$ cat config.mk
export PLATFORM = sky130hd
export DESIGN_NAME = rxc_rx_config
export DESIGN_NICKNAME = d
export VERILOG_FILES = /design/src/verilog/rxc_pkg.sv /design/src/verilog/rxc_rx_config.sv
export SDC_FILE = /design/constraint.sdc
export NUM_CORES = 1
export LEC_CHECK = 0
export ABC_AREA = 1
export CAP_MARGIN = 10
export CORE_MARGIN = 2
export CORE_UTILIZATION = 65
export DETAILED_ROUTE_END_ITERATION = 8
export DONT_BUFFER_PORTS = 1
export HOLD_SLACK_MARGIN = 0.05
export PLACE_DENSITY = 0.9
export SETUP_SLACK_MARGIN = 0.05
export SLEW_MARGIN = 20
export SYNTH_ARGS = -nofsm -noshare
export SYNTH_HDL_FRONTEND = slang
export SYNTH_SLANG_ARGS = --single-unit
$ cat constraint.sdc
create_clock -name clk -period 12.7 [get_ports clk]
set_clock_uncertainty 0.15 [all_clocks]
set_input_delay 1.905 -clock clk [delete_from_list [all_inputs] [get_ports clk]]
set_output_delay 1.905 -clock clk [all_outputs]
set_load 0.01 [all_outputs]
$ cat src/verilog/rxc_pkg.sv
// Purpose: Shared constants and types for the receiver configuration register bank
// Assumes: AHB-Lite word access, register index times four gives the byte address
// Notes:   Offsets, field positions and register reset values live here; slot 5 and floor step resets are literals
// ==========================================================================
// Package
package rxc_pkg;

	// ======================================================================
	// Register indices (byte address is four times the index)
	localparam logic [7:0] RXC_IDX_ALERT    = 8'h0F; // strength_alert_level
	localparam logic [7:0] RXC_IDX_FILT     = 8'h10; // rx_filter_bandwidth
	localparam logic [7:0] RXC_IDX_POLY     = 8'h11; // polyphase_center_cfg
	localparam logic [7:0] RXC_IDX_SYNC     = 8'h12; // sync_detect_cfg
	localparam logic [7:0] RXC_IDX_RES      = 8'h13; // rx_reserved_cfg
	localparam logic [7:0] RXC_IDX_STRENGTH = 8'h14; // signal_strength_reading
	localparam logic [7:0] RXC_IDX_OOK      = 8'h15; // ook_threshold_cfg
	localparam logic [7:0] RXC_IDX_FIRST    = 8'h0F;
	localparam logic [7:0] RXC_IDX_LAST     = 8'h15;
	localparam int         RXC_NREG         = 7;

	// ======================================================================
	// Field positions
	localparam int RXC_FILT_LP_LSB    = 4; // lowpass_bw_sel [7:4]
	localparam int RXC_FILT_CUT_LSB   = 0; // channel_filter_cut [3:0]
	localparam int RXC_POLY_CTR_LSB   = 4; // image_filter_centre [7:4]
	localparam int RXC_SYNC_IMG_BIT   = 7;
	localparam int RXC_SYNC_BSOFF_BIT = 6;
	localparam int RXC_SYNC_ON_BIT    = 5;
	localparam int RXC_SYNC_SIZE_LSB  = 3; // [4:3]
	localparam int RXC_SYNC_TOL_LSB   = 1; // [2:1]
	localparam int RXC_OOK_STEP_LSB   = 5; // [7:5]
	localparam int RXC_OOK_RATE_LSB   = 2; // [4:2]
	localparam int RXC_OOK_CUT_LSB    = 0; // [1:0]

	// ======================================================================
	// Reset values
	localparam logic [7:0] RXC_RST_ALERT = 8'h00;
	localparam logic [7:0] RXC_RST_FILT  = 8'h03; // lowpass 0000, cut 0011
	localparam logic [7:0] RXC_RST_POLY  = 8'h38; // centre 0011, reserved 1000
	localparam logic [7:0] RXC_RST_SYNC  = 8'h18; // 32-bit word, all else 0
	localparam logic [7:0] RXC_RST_RES   = 8'h07;
	localparam logic [7:0] RXC_RST_OOK   = 8'h00;

	// ======================================================================
	// AHB constants
	localparam logic [1:0] RXC_HTRANS_NONSEQ = 2'h2;
	localparam logic [2:0] RXC_HSIZE_WORD    = 3'h2;
	localparam logic       RXC_HRESP_OKAY    = 1'b0;

	// Captured address phase
	typedef struct packed {
		logic       wr;   // Write of a mapped register pending
		logic [7:0] idx;  // Register slot (index less RXC_IDX_FIRST)
	} rxc_req_t;

endpackage : rxc_pkg

$ cat src/verilog/rxc_rx_config.sv
// Purpose: Receiver configuration register bank with AHB-Lite slave port
// Assumes: Receiver status inputs come from logic on clk; one cycle answer
// Notes:   Also holds sync word matcher and onoff floor decrement timing
//
// Design decision made here: register access over AHB-Lite.
`timescale 1ns/1ps

module rxc_rx_config (
	// Clock and reset
	input  wire logic        clk,
	input  wire logic        rstn,
	// AHB-Lite slave
	input  wire logic        hsel,
	input  wire logic [31:0] haddr,
	input  wire logic [1:0]  htrans,
	input  wire logic        hwrite,
	input  wire logic [2:0]  hsize,
	input  wire logic [31:0] hwdata,
	input  wire logic        hready,
	output logic             hreadyout,
	output logic             hresp,
	output logic [31:0]      hrdata,
	// Receiver status
	input  wire logic [7:0]  strength_in,
	input  wire logic        ook_rx_mode,
	input  wire logic        continuous_rx_mode,
	input  wire logic        rx_bit,
	input  wire logic        rx_bit_valid,
	input  wire logic [31:0] sync_word,
	input  wire logic        chip_tick,
	input  wire logic        chip_sub_tick,
	// Filter settings
	output logic [3:0]       lowpass_bw_sel,
	output logic [3:0]       channel_filter_cut,
	output logic [3:0]       image_filter_centre,
	output logic             image_filter_on,
	// Demodulator control
	output logic             bitsync_active,
	output logic             sync_match,
	output logic             strength_above,
	output logic [3:0]       onoff_floor_step,
	output logic             onoff_floor_dec,
	output logic [1:0]       onoff_average_cutoff
);

	// ======================================================================
	// Functions

	// Map a byte address onto a register slot, valid flag in bit 3
	function automatic logic [3:0] slot_of(input logic [31:0] a);
		logic [7:0] i;
		i = a[9:2];
		if (a[31:10] != 22'h000000 || a[1:0] != 2'h0) begin
			slot_of = 4'h0;
		end else if (i < rxc_pkg::RXC_IDX_FIRST || i > rxc_pkg::RXC_IDX_LAST) begin
			slot_of = 4'h0;
		end else begin
			slot_of = {1'b1, 3'(i - rxc_pkg::RXC_IDX_FIRST)};
		end
	endfunction : slot_of

	// Number of ones in a word
	function automatic logic [5:0] ones(input logic [31:0] v);
		logic [5:0] n;
		n = 6'h00;
		for (int k = 0; k < 32; k++) begin
			n = n + {5'h00, v[k]};
		end
		ones = n;
	endfunction : ones

	// Step code to half-dB units: 0.5,1,1.5,2,3,4,5,6 dB
	function automatic logic [3:0] step_half_db(input logic [2:0] c);
		case (c)
			3'h0:    step_half_db = 4'h1;
			3'h1:    step_half_db = 4'h2;
			3'h2:    step_half_db = 4'h3;
			3'h3:    step_half_db = 4'h4;
			3'h4:    step_half_db = 4'h6;
			3'h5:    step_half_db = 4'h8;
			3'h6:    step_half_db = 4'hA;
			default: step_half_db = 4'hC;
		endcase
	endfunction : step_half_db

	// ======================================================================
	// Register storage and bus state
	// Slot count kept local so the array bounds read plainly
	localparam int       RXC_NREG_L = rxc_pkg::RXC_NREG;
	logic [7:0]          regs_q [RXC_NREG_L];
	logic [7:0]          regs_d [RXC_NREG_L];
	rxc_pkg::rxc_req_t   req_q;
	rxc_pkg::rxc_req_t   req_d;
	logic [31:0]         hrdata_d;
	logic [3:0]          aslot;
	logic                aphase;

	// Address phase accepted on a NONSEQ seen with hsel and hready high
	always_comb begin
		aslot  = slot_of(haddr);
		aphase = hsel && hready && (htrans == rxc_pkg::RXC_HTRANS_NONSEQ);
	end

	// Next register values: data phase of a captured write
	always_comb begin
		req_d.wr  = aphase && hwrite && aslot[3];
		req_d.idx = {5'h00, aslot[2:0]};
		for (int k = 0; k < RXC_NREG_L; k++) begin
			regs_d[k] = regs_q[k];
		end
		if (req_q.wr && req_q.idx[2:0] != 3'(rxc_pkg::RXC_IDX_STRENGTH - rxc_pkg::RXC_IDX_FIRST)) begin
			regs_d[req_q.idx[2:0]] = hwdata[7:0];
		end
	end

	// Read data from next values so a write followed by a read returns new data
	// Unmapped reads answer zero; the strength slot bypasses storage
	always_comb begin
		hrdata_d = hrdata;
		if (aphase && !hwrite) begin
			hrdata_d = 32'h00000000;
			if (aslot[3]) begin
				if (aslot[2:0] == 3'(rxc_pkg::RXC_IDX_STRENGTH - rxc_pkg::RXC_IDX_FIRST)) begin
					hrdata_d = {24'h000000, strength_in};
				end else begin
					hrdata_d = {24'h000000, regs_d[aslot[2:0]]};
				end
			end
		end
	end

	// Bus and register flops
	always_ff @(posedge clk) begin
		if (!rstn) begin
			regs_q[0]  <= rxc_pkg::RXC_RST_ALERT;
			regs_q[1]  <= rxc_pkg::RXC_RST_FILT;
			regs_q[2]  <= rxc_pkg::RXC_RST_POLY;
			regs_q[3]  <= rxc_pkg::RXC_RST_SYNC;
			regs_q[4]  <= rxc_pkg::RXC_RST_RES;
			regs_q[5]  <= 8'h00;
			regs_q[6]  <= rxc_pkg::RXC_RST_OOK;
			req_q      <= '0;
			hrdata     <= 32'h00000000;
			hreadyout  <= 1'b0;
			hresp      <= rxc_pkg::RXC_HRESP_OKAY;
		end else begin
			regs_q     <= regs_d;
			req_q      <= req_d;
			hrdata     <= hrdata_d;
			hreadyout  <= 1'b1; // Zero wait states
			hresp      <= rxc_pkg::RXC_HRESP_OKAY;
		end
	end

	// ======================================================================
	// Field views
	logic [7:0] r_alert;
	logic [7:0] r_filt;
	logic [7:0] r_poly;
	logic [7:0] r_sync;
	logic [7:0] r_ook;
	logic [1:0] sync_size;
	logic [1:0] sync_tol;
	logic [2:0] floor_rate;

	// Plain views of the stored bytes
	always_comb begin
		r_alert    = regs_q[0];
		r_filt     = regs_q[1];
		r_poly     = regs_q[2];
		r_sync     = regs_q[3];
		r_ook      = regs_q[6];
		sync_size  = r_sync[rxc_pkg::RXC_SYNC_SIZE_LSB +: 2];
		sync_tol   = r_sync[rxc_pkg::RXC_SYNC_TOL_LSB +: 2];
		floor_rate = r_ook[rxc_pkg::RXC_OOK_RATE_LSB +: 3];
	end

	// ======================================================================
	// Sync word matcher
	logic [31:0] shreg_q;
	logic [31:0] shreg_d;
	logic [5:0]  nbits_q;
	logic [5:0]  nbits_d;
	logic        match_d;
	logic [4:0]  drop;
	logic [31:0] expect_w;
	logic [31:0] mask_w;
	logic [5:0]  need;
	logic [5:0]  errs;

	// Newest bit enters at bit 0; count saturates at 32
	always_comb begin
		shreg_d = shreg_q;
		nbits_d = nbits_q;
		if (rx_bit_valid) begin
			shreg_d = {shreg_q[30:0], rx_bit};
			if (nbits_q != 6'h20) begin
				nbits_d = nbits_q + 6'h01;
			end
		end
		drop     = {~sync_size, 3'h0};
		need     = 6'({sync_size, 3'h0}) + 6'h08;
		// low bytes dropped below 32 bits
		expect_w = sync_word >> drop;
		mask_w   = 32'hFFFFFFFF >> drop;
		errs     = ones((expect_w ^ shreg_d) & mask_w);
		match_d  = rx_bit_valid && r_sync[rxc_pkg::RXC_SYNC_ON_BIT] && (nbits_d >= need)
			&& (errs <= {4'h0, sync_tol});
	end

	// Match flag is registered: high for one cycle per matching valid bit
	always_ff @(posedge clk) begin
		if (!rstn) begin
			shreg_q    <= 32'h00000000;
			nbits_q    <= 6'h00;
			sync_match <= 1'b0;
		end else begin
			shreg_q    <= shreg_d;
			nbits_q    <= nbits_d;
			sync_match <= match_d;
		end
	end

	// ======================================================================
	// Onoff floor decrement pacing
	logic [3:0] pace_q;
	logic [3:0] pace_d;
	logic [3:0] period;
	logic       pace_tick;
	logic       dec_d;

	// Slow codes count chip periods, fast codes count sixteenths of a chip
	// Limitation: the counter is not cleared on a rate change
	always_comb begin
		if (!floor_rate[2]) begin
			pace_tick = chip_tick;
			period    = 4'((5'h01 << floor_rate[1:0]) - 5'h01);
		end else begin
			pace_tick = chip_sub_tick;
			period    = 4'((5'h10 >> ({1'b0, floor_rate[1:0]} + 3'h1)) - 5'h01);
		end
		pace_d = pace_q;
		dec_d  = 1'b0;
		if (pace_tick) begin
			if (pace_q >= period) begin
				pace_d = 4'h0;
				dec_d  = 1'b1;
			end else begin
				pace_d = pace_q + 4'h1;
			end
		end
	end

	always_ff @(posedge clk) begin
		if (!rstn) begin
			pace_q          <= 4'h0;
			onoff_floor_dec <= 1'b0;
		end else begin
			pace_q          <= pace_d;
			onoff_floor_dec <= dec_d;
		end
	end

	// ======================================================================
	// Registered control outputs
	logic [3:0] lp_d;
	logic [3:0] cut_d;
	logic [3:0] ctr_d;
	logic       img_d;
	logic       bsa_d;
	logic       above_d;
	logic [3:0] step_d;
	logic [1:0] avg_d;

	always_comb begin
		lp_d    = r_filt[rxc_pkg::RXC_FILT_LP_LSB +: 4];
		cut_d   = r_filt[rxc_pkg::RXC_FILT_CUT_LSB +: 4];
		ctr_d   = r_poly[rxc_pkg::RXC_POLY_CTR_LSB +: 4];
		img_d   = ook_rx_mode && r_sync[rxc_pkg::RXC_SYNC_IMG_BIT];
		bsa_d   = continuous_rx_mode && !r_sync[rxc_pkg::RXC_SYNC_BSOFF_BIT];
		above_d = strength_in > r_alert;
		step_d  = step_half_db(r_ook[rxc_pkg::RXC_OOK_STEP_LSB +: 3]);
		avg_d   = r_ook[rxc_pkg::RXC_OOK_CUT_LSB +: 2];
	end

	// Copies lag their register by one cycle so every output leaves a flop
	always_ff @(posedge clk) begin
		if (!rstn) begin
			lowpass_bw_sel       <= rxc_pkg::RXC_RST_FILT[7:4];
			channel_filter_cut   <= rxc_pkg::RXC_RST_FILT[3:0];
			image_filter_centre  <= rxc_pkg::RXC_RST_POLY[7:4];
			image_filter_on      <= 1'b0;
			bitsync_active       <= 1'b0;
			strength_above       <= 1'b0;
			onoff_floor_step     <= 4'h1;
			onoff_average_cutoff <= rxc_pkg::RXC_RST_OOK[1:0];
		end else begin
			lowpass_bw_sel       <= lp_d;
			channel_filter_cut   <= cut_d;
			image_filter_centre  <= ctr_d;
			image_filter_on      <= img_d;
			bitsync_active       <= bsa_d;
			strength_above       <= above_d;
			onoff_floor_step     <= step_d;
			onoff_average_cutoff <= avg_d;
		end
	end

	// hsize is not checked: only whole-word transfers reach this slave
	logic unused_ok;
	always_comb begin
		unused_ok = (hsize == rxc_pkg::RXC_HSIZE_WORD) | hwdata[31] | (|req_q.idx[7:3]);
	end

endmodule : rxc_rx_config

==> flow_results.org <==
** GRT
- Maximum number of pins on one net before global-route repair :: 60
- The via count of the first global-routing pass was ~6500.
- Initial antenna violation count :: 0
- After global routing the overflow that remains totals 0.
- Global-route usage over all layers :: 30.17%
- The first global-routing pass estimated 30.66 mm of wire.

** Critical path
- Category of the most critical setup path :: primary input to register
- In this run the register-to-register setup slack is around 5.8 ns.
- The endpoint identified for the worst register-to-register timing path is sync_match.
- Number of cells on the worst reg-to-reg path :: 24
- STA classifies the critical path startpoint as a primary input.
- Along the worst path, the maximum fanout reaches 53.
- Critical Path End Type :: register
- Source of the critical timing path :: rx_bit_valid
- Arrival @ worst endpoint :: 7.38 ns
- Data on the critical path is required at its endpoint by roughly 13 ns.
- Launch point of the worst reg-to-reg path :: r_sync[3]

** Yosys
- The number of different library cells used by synthesis comes to 44.
- For this run, the number of Yosys warnings is 0.
- Fraction of registers with async set or reset after synthesis :: 0%
- Cells taking the most area after synthesis :: dfxtp_1, nand2_1, inv_1, nor2_1, fa_1
- Commonest cells post-synth :: nand2_1, inv_1, nor2_1, dfxtp_1, o21ai_0
- Library cell with the highest instance count after synthesis :: nand2_1
- Flip-flop cell with the highest count after synthesis :: dfxtp_1
- Post-synthesis cell type with the largest combined area :: dfxtp_1
- In this run the cell area of the synthesized design comes to 0.007699 mm^2.
- The synthesized design contains 0 enable-type register cells.
- In the synthesized netlist, the number of instances is between 1000 and 1500.
- A synthesized cell averages ~7.0 um^2.
- Area share of the leading cell type in the synthesized netlist :: about a third
- Sequential elements use about a third of the synthesized area.
- Flip-flop and latch count after synthesis :: around 130

** Finish
- Layout cells sized above 1 :: under 10%
- Total Nets Final :: between 1000 and 1500
- For this run, the number of standard cells in the final layout without fillers is 1231.
- From synthesis to final layout, the design area changed by 6.111%.
- 0 antenna diodes ended up in the layout.
- FF/Latch Area :: roughly 0.0025 mm^2
- Multi-input combinational cell area :: approximately 0.0043 mm^2
- The layout has approximately 900 filler cells.

** Hold path
- Depth of the worst hold-timing path :: 2
- Source of the worst hold timing path :: r_filt[2]
- The worst hold path terminates at channel_filter_cut[2].
- Worst hold path type :: register to register

** Pwr
- The analysis attributes to cell leakage a power of 3.811 nW.
- The worst-case IR drop observed on VDD is ~140 uV.
- In this run the power density over the cells is around 160 mW/mm^2.

** Timing
- The worst pin sits at a relative slew slack of between 20 and 30%.
- Setup_tns :: 0 ns
- The number of pins exceeding their max-slew limit in the final report was 0.
- The hold violation count in the final report came to 0.
- Setup repair after global routing left no endpoint under its margin.
- Min Tclk post-route :: 7.174 ns
- Based on the critical path, the design can be clocked at up to about 140 MHz.
- Tightest Pin Transition :: between 1 and 1.5 ns
- Total setup violations reported at the end of the flow :: 0
- After layout, the worst setup slack is 5.526 ns.
- Dividing the final minimum period by the clock period gives 56.49%.

** Clock network
- Number of buffers on the longest clock path :: 2
- Num CTS Buffers :: 17
- Total clock sinks :: between 100 and 150
- Gates resized during post-CTS repair numbered 0.
- Clock tree from TritonCTS :: yes
- Clock-pin transition on the worst setup and hold timing paths :: ~0.06 ns
- Number of buffers added for setup after CTS :: 0
- The H-tree was split into 4 levels.
- Clock tree root driver cell :: clkbuf_16
- Count of hold buffers inserted by post-cts repair :: 0
- For the worst-skew pair, the clock arrives at the later sink with an insertion delay of approximately 0.43 ns.

** Route
- Wires add up to around 19 mm.
- Vias :: ~6900
- Routed length on met1 :: around 7.9 mm
- Count of routing violations after the opening detailed-route iteration :: between 700 and 800
- Detailed routing placed a total of approximately 8.4 mm of wire on met2.
- Antenna violation net count after detailed routing :: 0
- After detailed routing, the average wire length per cell comes to 15.23 um.
- Routed signal wires occupy layers up through met4.
- Via-to-Cell Ratio :: 5.615
- For this run, design rule violations remaining after detail routing come to 0.
- Detailed-router iteration count before antenna repair :: 6
- Summed over all nets, wire length on met3 after detailed routing comes to 1.864 mm.

** Place
- Timing analysis after detailed placement gives a worst setup slack of 5.083 ns.
- The number of placed instances, taps included, is approximately 1200.
- Post-detailed-placement half-perimeter wirelength :: approximately 13 mm
- Routability-driven placement congestion ratio :: a little over 0.9
- Port bufs :: 0

** Floorplanning
- The die is around 110 um wide.
- For this configuration, the core starts out at a cell density of between 60% and 70%.
- Chip Height :: 112.8 um
- The initialized floorplan defines 39 standard-cell rows.
- In this run the standard cell core region covers approximately 0.011 mm^2.
- approximately 180 I/O pins were placed.
- Die area :: ~0.013 mm^2

** Run
- Max-cap violation count :: 0

** Outcome
- Outcome :: completed
worst max path at each step:
stage | to | slack (ns) | depth (start not counted)
6_report | sync_match | 5.53 | 22
5_1_grt | sync_match | 5.24 | 21
4_1_cts | sync_match | 5.49 | 22
3_5_place_dp | sync_match | 5.08 | 22
3_3_place_gp | sync_match | 5.16 | 20
2_1_floorplan | sync_match | 5.21 | 25
logic make-up after synthesis:
logic type,count (synthesis),synth area share (%)
other,2,0.09755
buffers and inverters,234,13.20
DFF,126,32.76
adders and majority gates,56,11.44
and+or+nand+nor,483,26.34
xor gates and xnor gates,21,2.487
AOI/OAI and AO/OA,175,13.02
muxes,5,0.6501
per-stage QoR:
| stage | total power [mW] | hold slack (ns) | instance area, um^2 | utilization [%] |
|---|---|---|---|---|
| 2_1_floorplan | 0.7600 | 0.2403 | 7789 | - |
| 3_3_place_gp | 0.8210 | 0.2612 | 7579 | 66.09 |
| 3_5_place_dp | 0.8390 | 0.2659 | 7579 | 66.09 |
| 4_1_cts | 1.326 | 0.2731 | 8169 | 71.24 |
| 5_1_grt | 1.431 | 0.2892 | 8169 | 71.24 |
| 6_report | 1.318 | 0.2735 | 8169 | 71.24 |
cells in the final DEF, fill, tap and decap left out, types with 6 or more instances in the layout:
cell and n:
nand2_1 218, inv_1 157, nor2_1 154, dfxtp_1 126, o21ai_0 82, nand3_1 68
a21oi_1 44, ha_1 32, conb_1 26, o211ai_1 25, fa_1 24, clkbuf_16 17
xor2_1 14, or2_2 10, nand4_1 9, xnor2_1 6, nor3_1 6, o21ai_1 6
o21a_1 6
critical path, cell delays in order:
cell and delay (ns):
inv_2 0.22, o21ai_0 0.22, xor2_1 0.21, nor2_1 0.08, fa_1 0.51, inv_1 0.05, fa_1 0.47, fa_1 0.52
inv_1 0.07, fa_1 0.51, fa_1 0.53, fa_1 0.57, ha_1 0.17, inv_1 0.05, fa_1 0.48, inv_1 0.05
ha_1 0.28, inv_1 0.06, nor2_1 0.03, o21ai_0 0.15, nand3_1 0.13, a21oi_1 0.13
metal layers:
metal	vias to the layer above	track usage (%)
met4	0	11.87
met3	41	9.052
met2	379	46.83
li1	3382	-
met5	-	0
met1	3110	39.71
area by class of cell:
| class | instances | area share, % |
|---|---|---|
| clock buffer | 19 | 5.544 |
| sequential | 126 | 30.88 |
| inverter | 161 | 7.398 |
| tap | 143 | 2.190 |
| multi-input combinational | 766 | 52.03 |
| clock inverter | 13 | 1.685 |
| timing repair buffer | 3 | 0.2757 |
power by group:
part           leakage, nW  internal, mW  switching [mW]
Combinational         2.51         0.185           0.245
Clock                0.286         0.299           0.188
Sequential            1.02         0.399         0.00236
registers in the layout, indices dropped and copies added (netlist names), 6 cells and up:
| name | flops |
|---|---|
| hrdata | 8 |
| r_ook | 8 |
| regs_q | 8 |
| nbits_q | 6 |
| r_sync | 8 |
| r_alert | 8 |
| r_poly | 8 |
| shreg_q | 32 |
| r_filt | 8 |
Power figures use the tool's default switching activity.
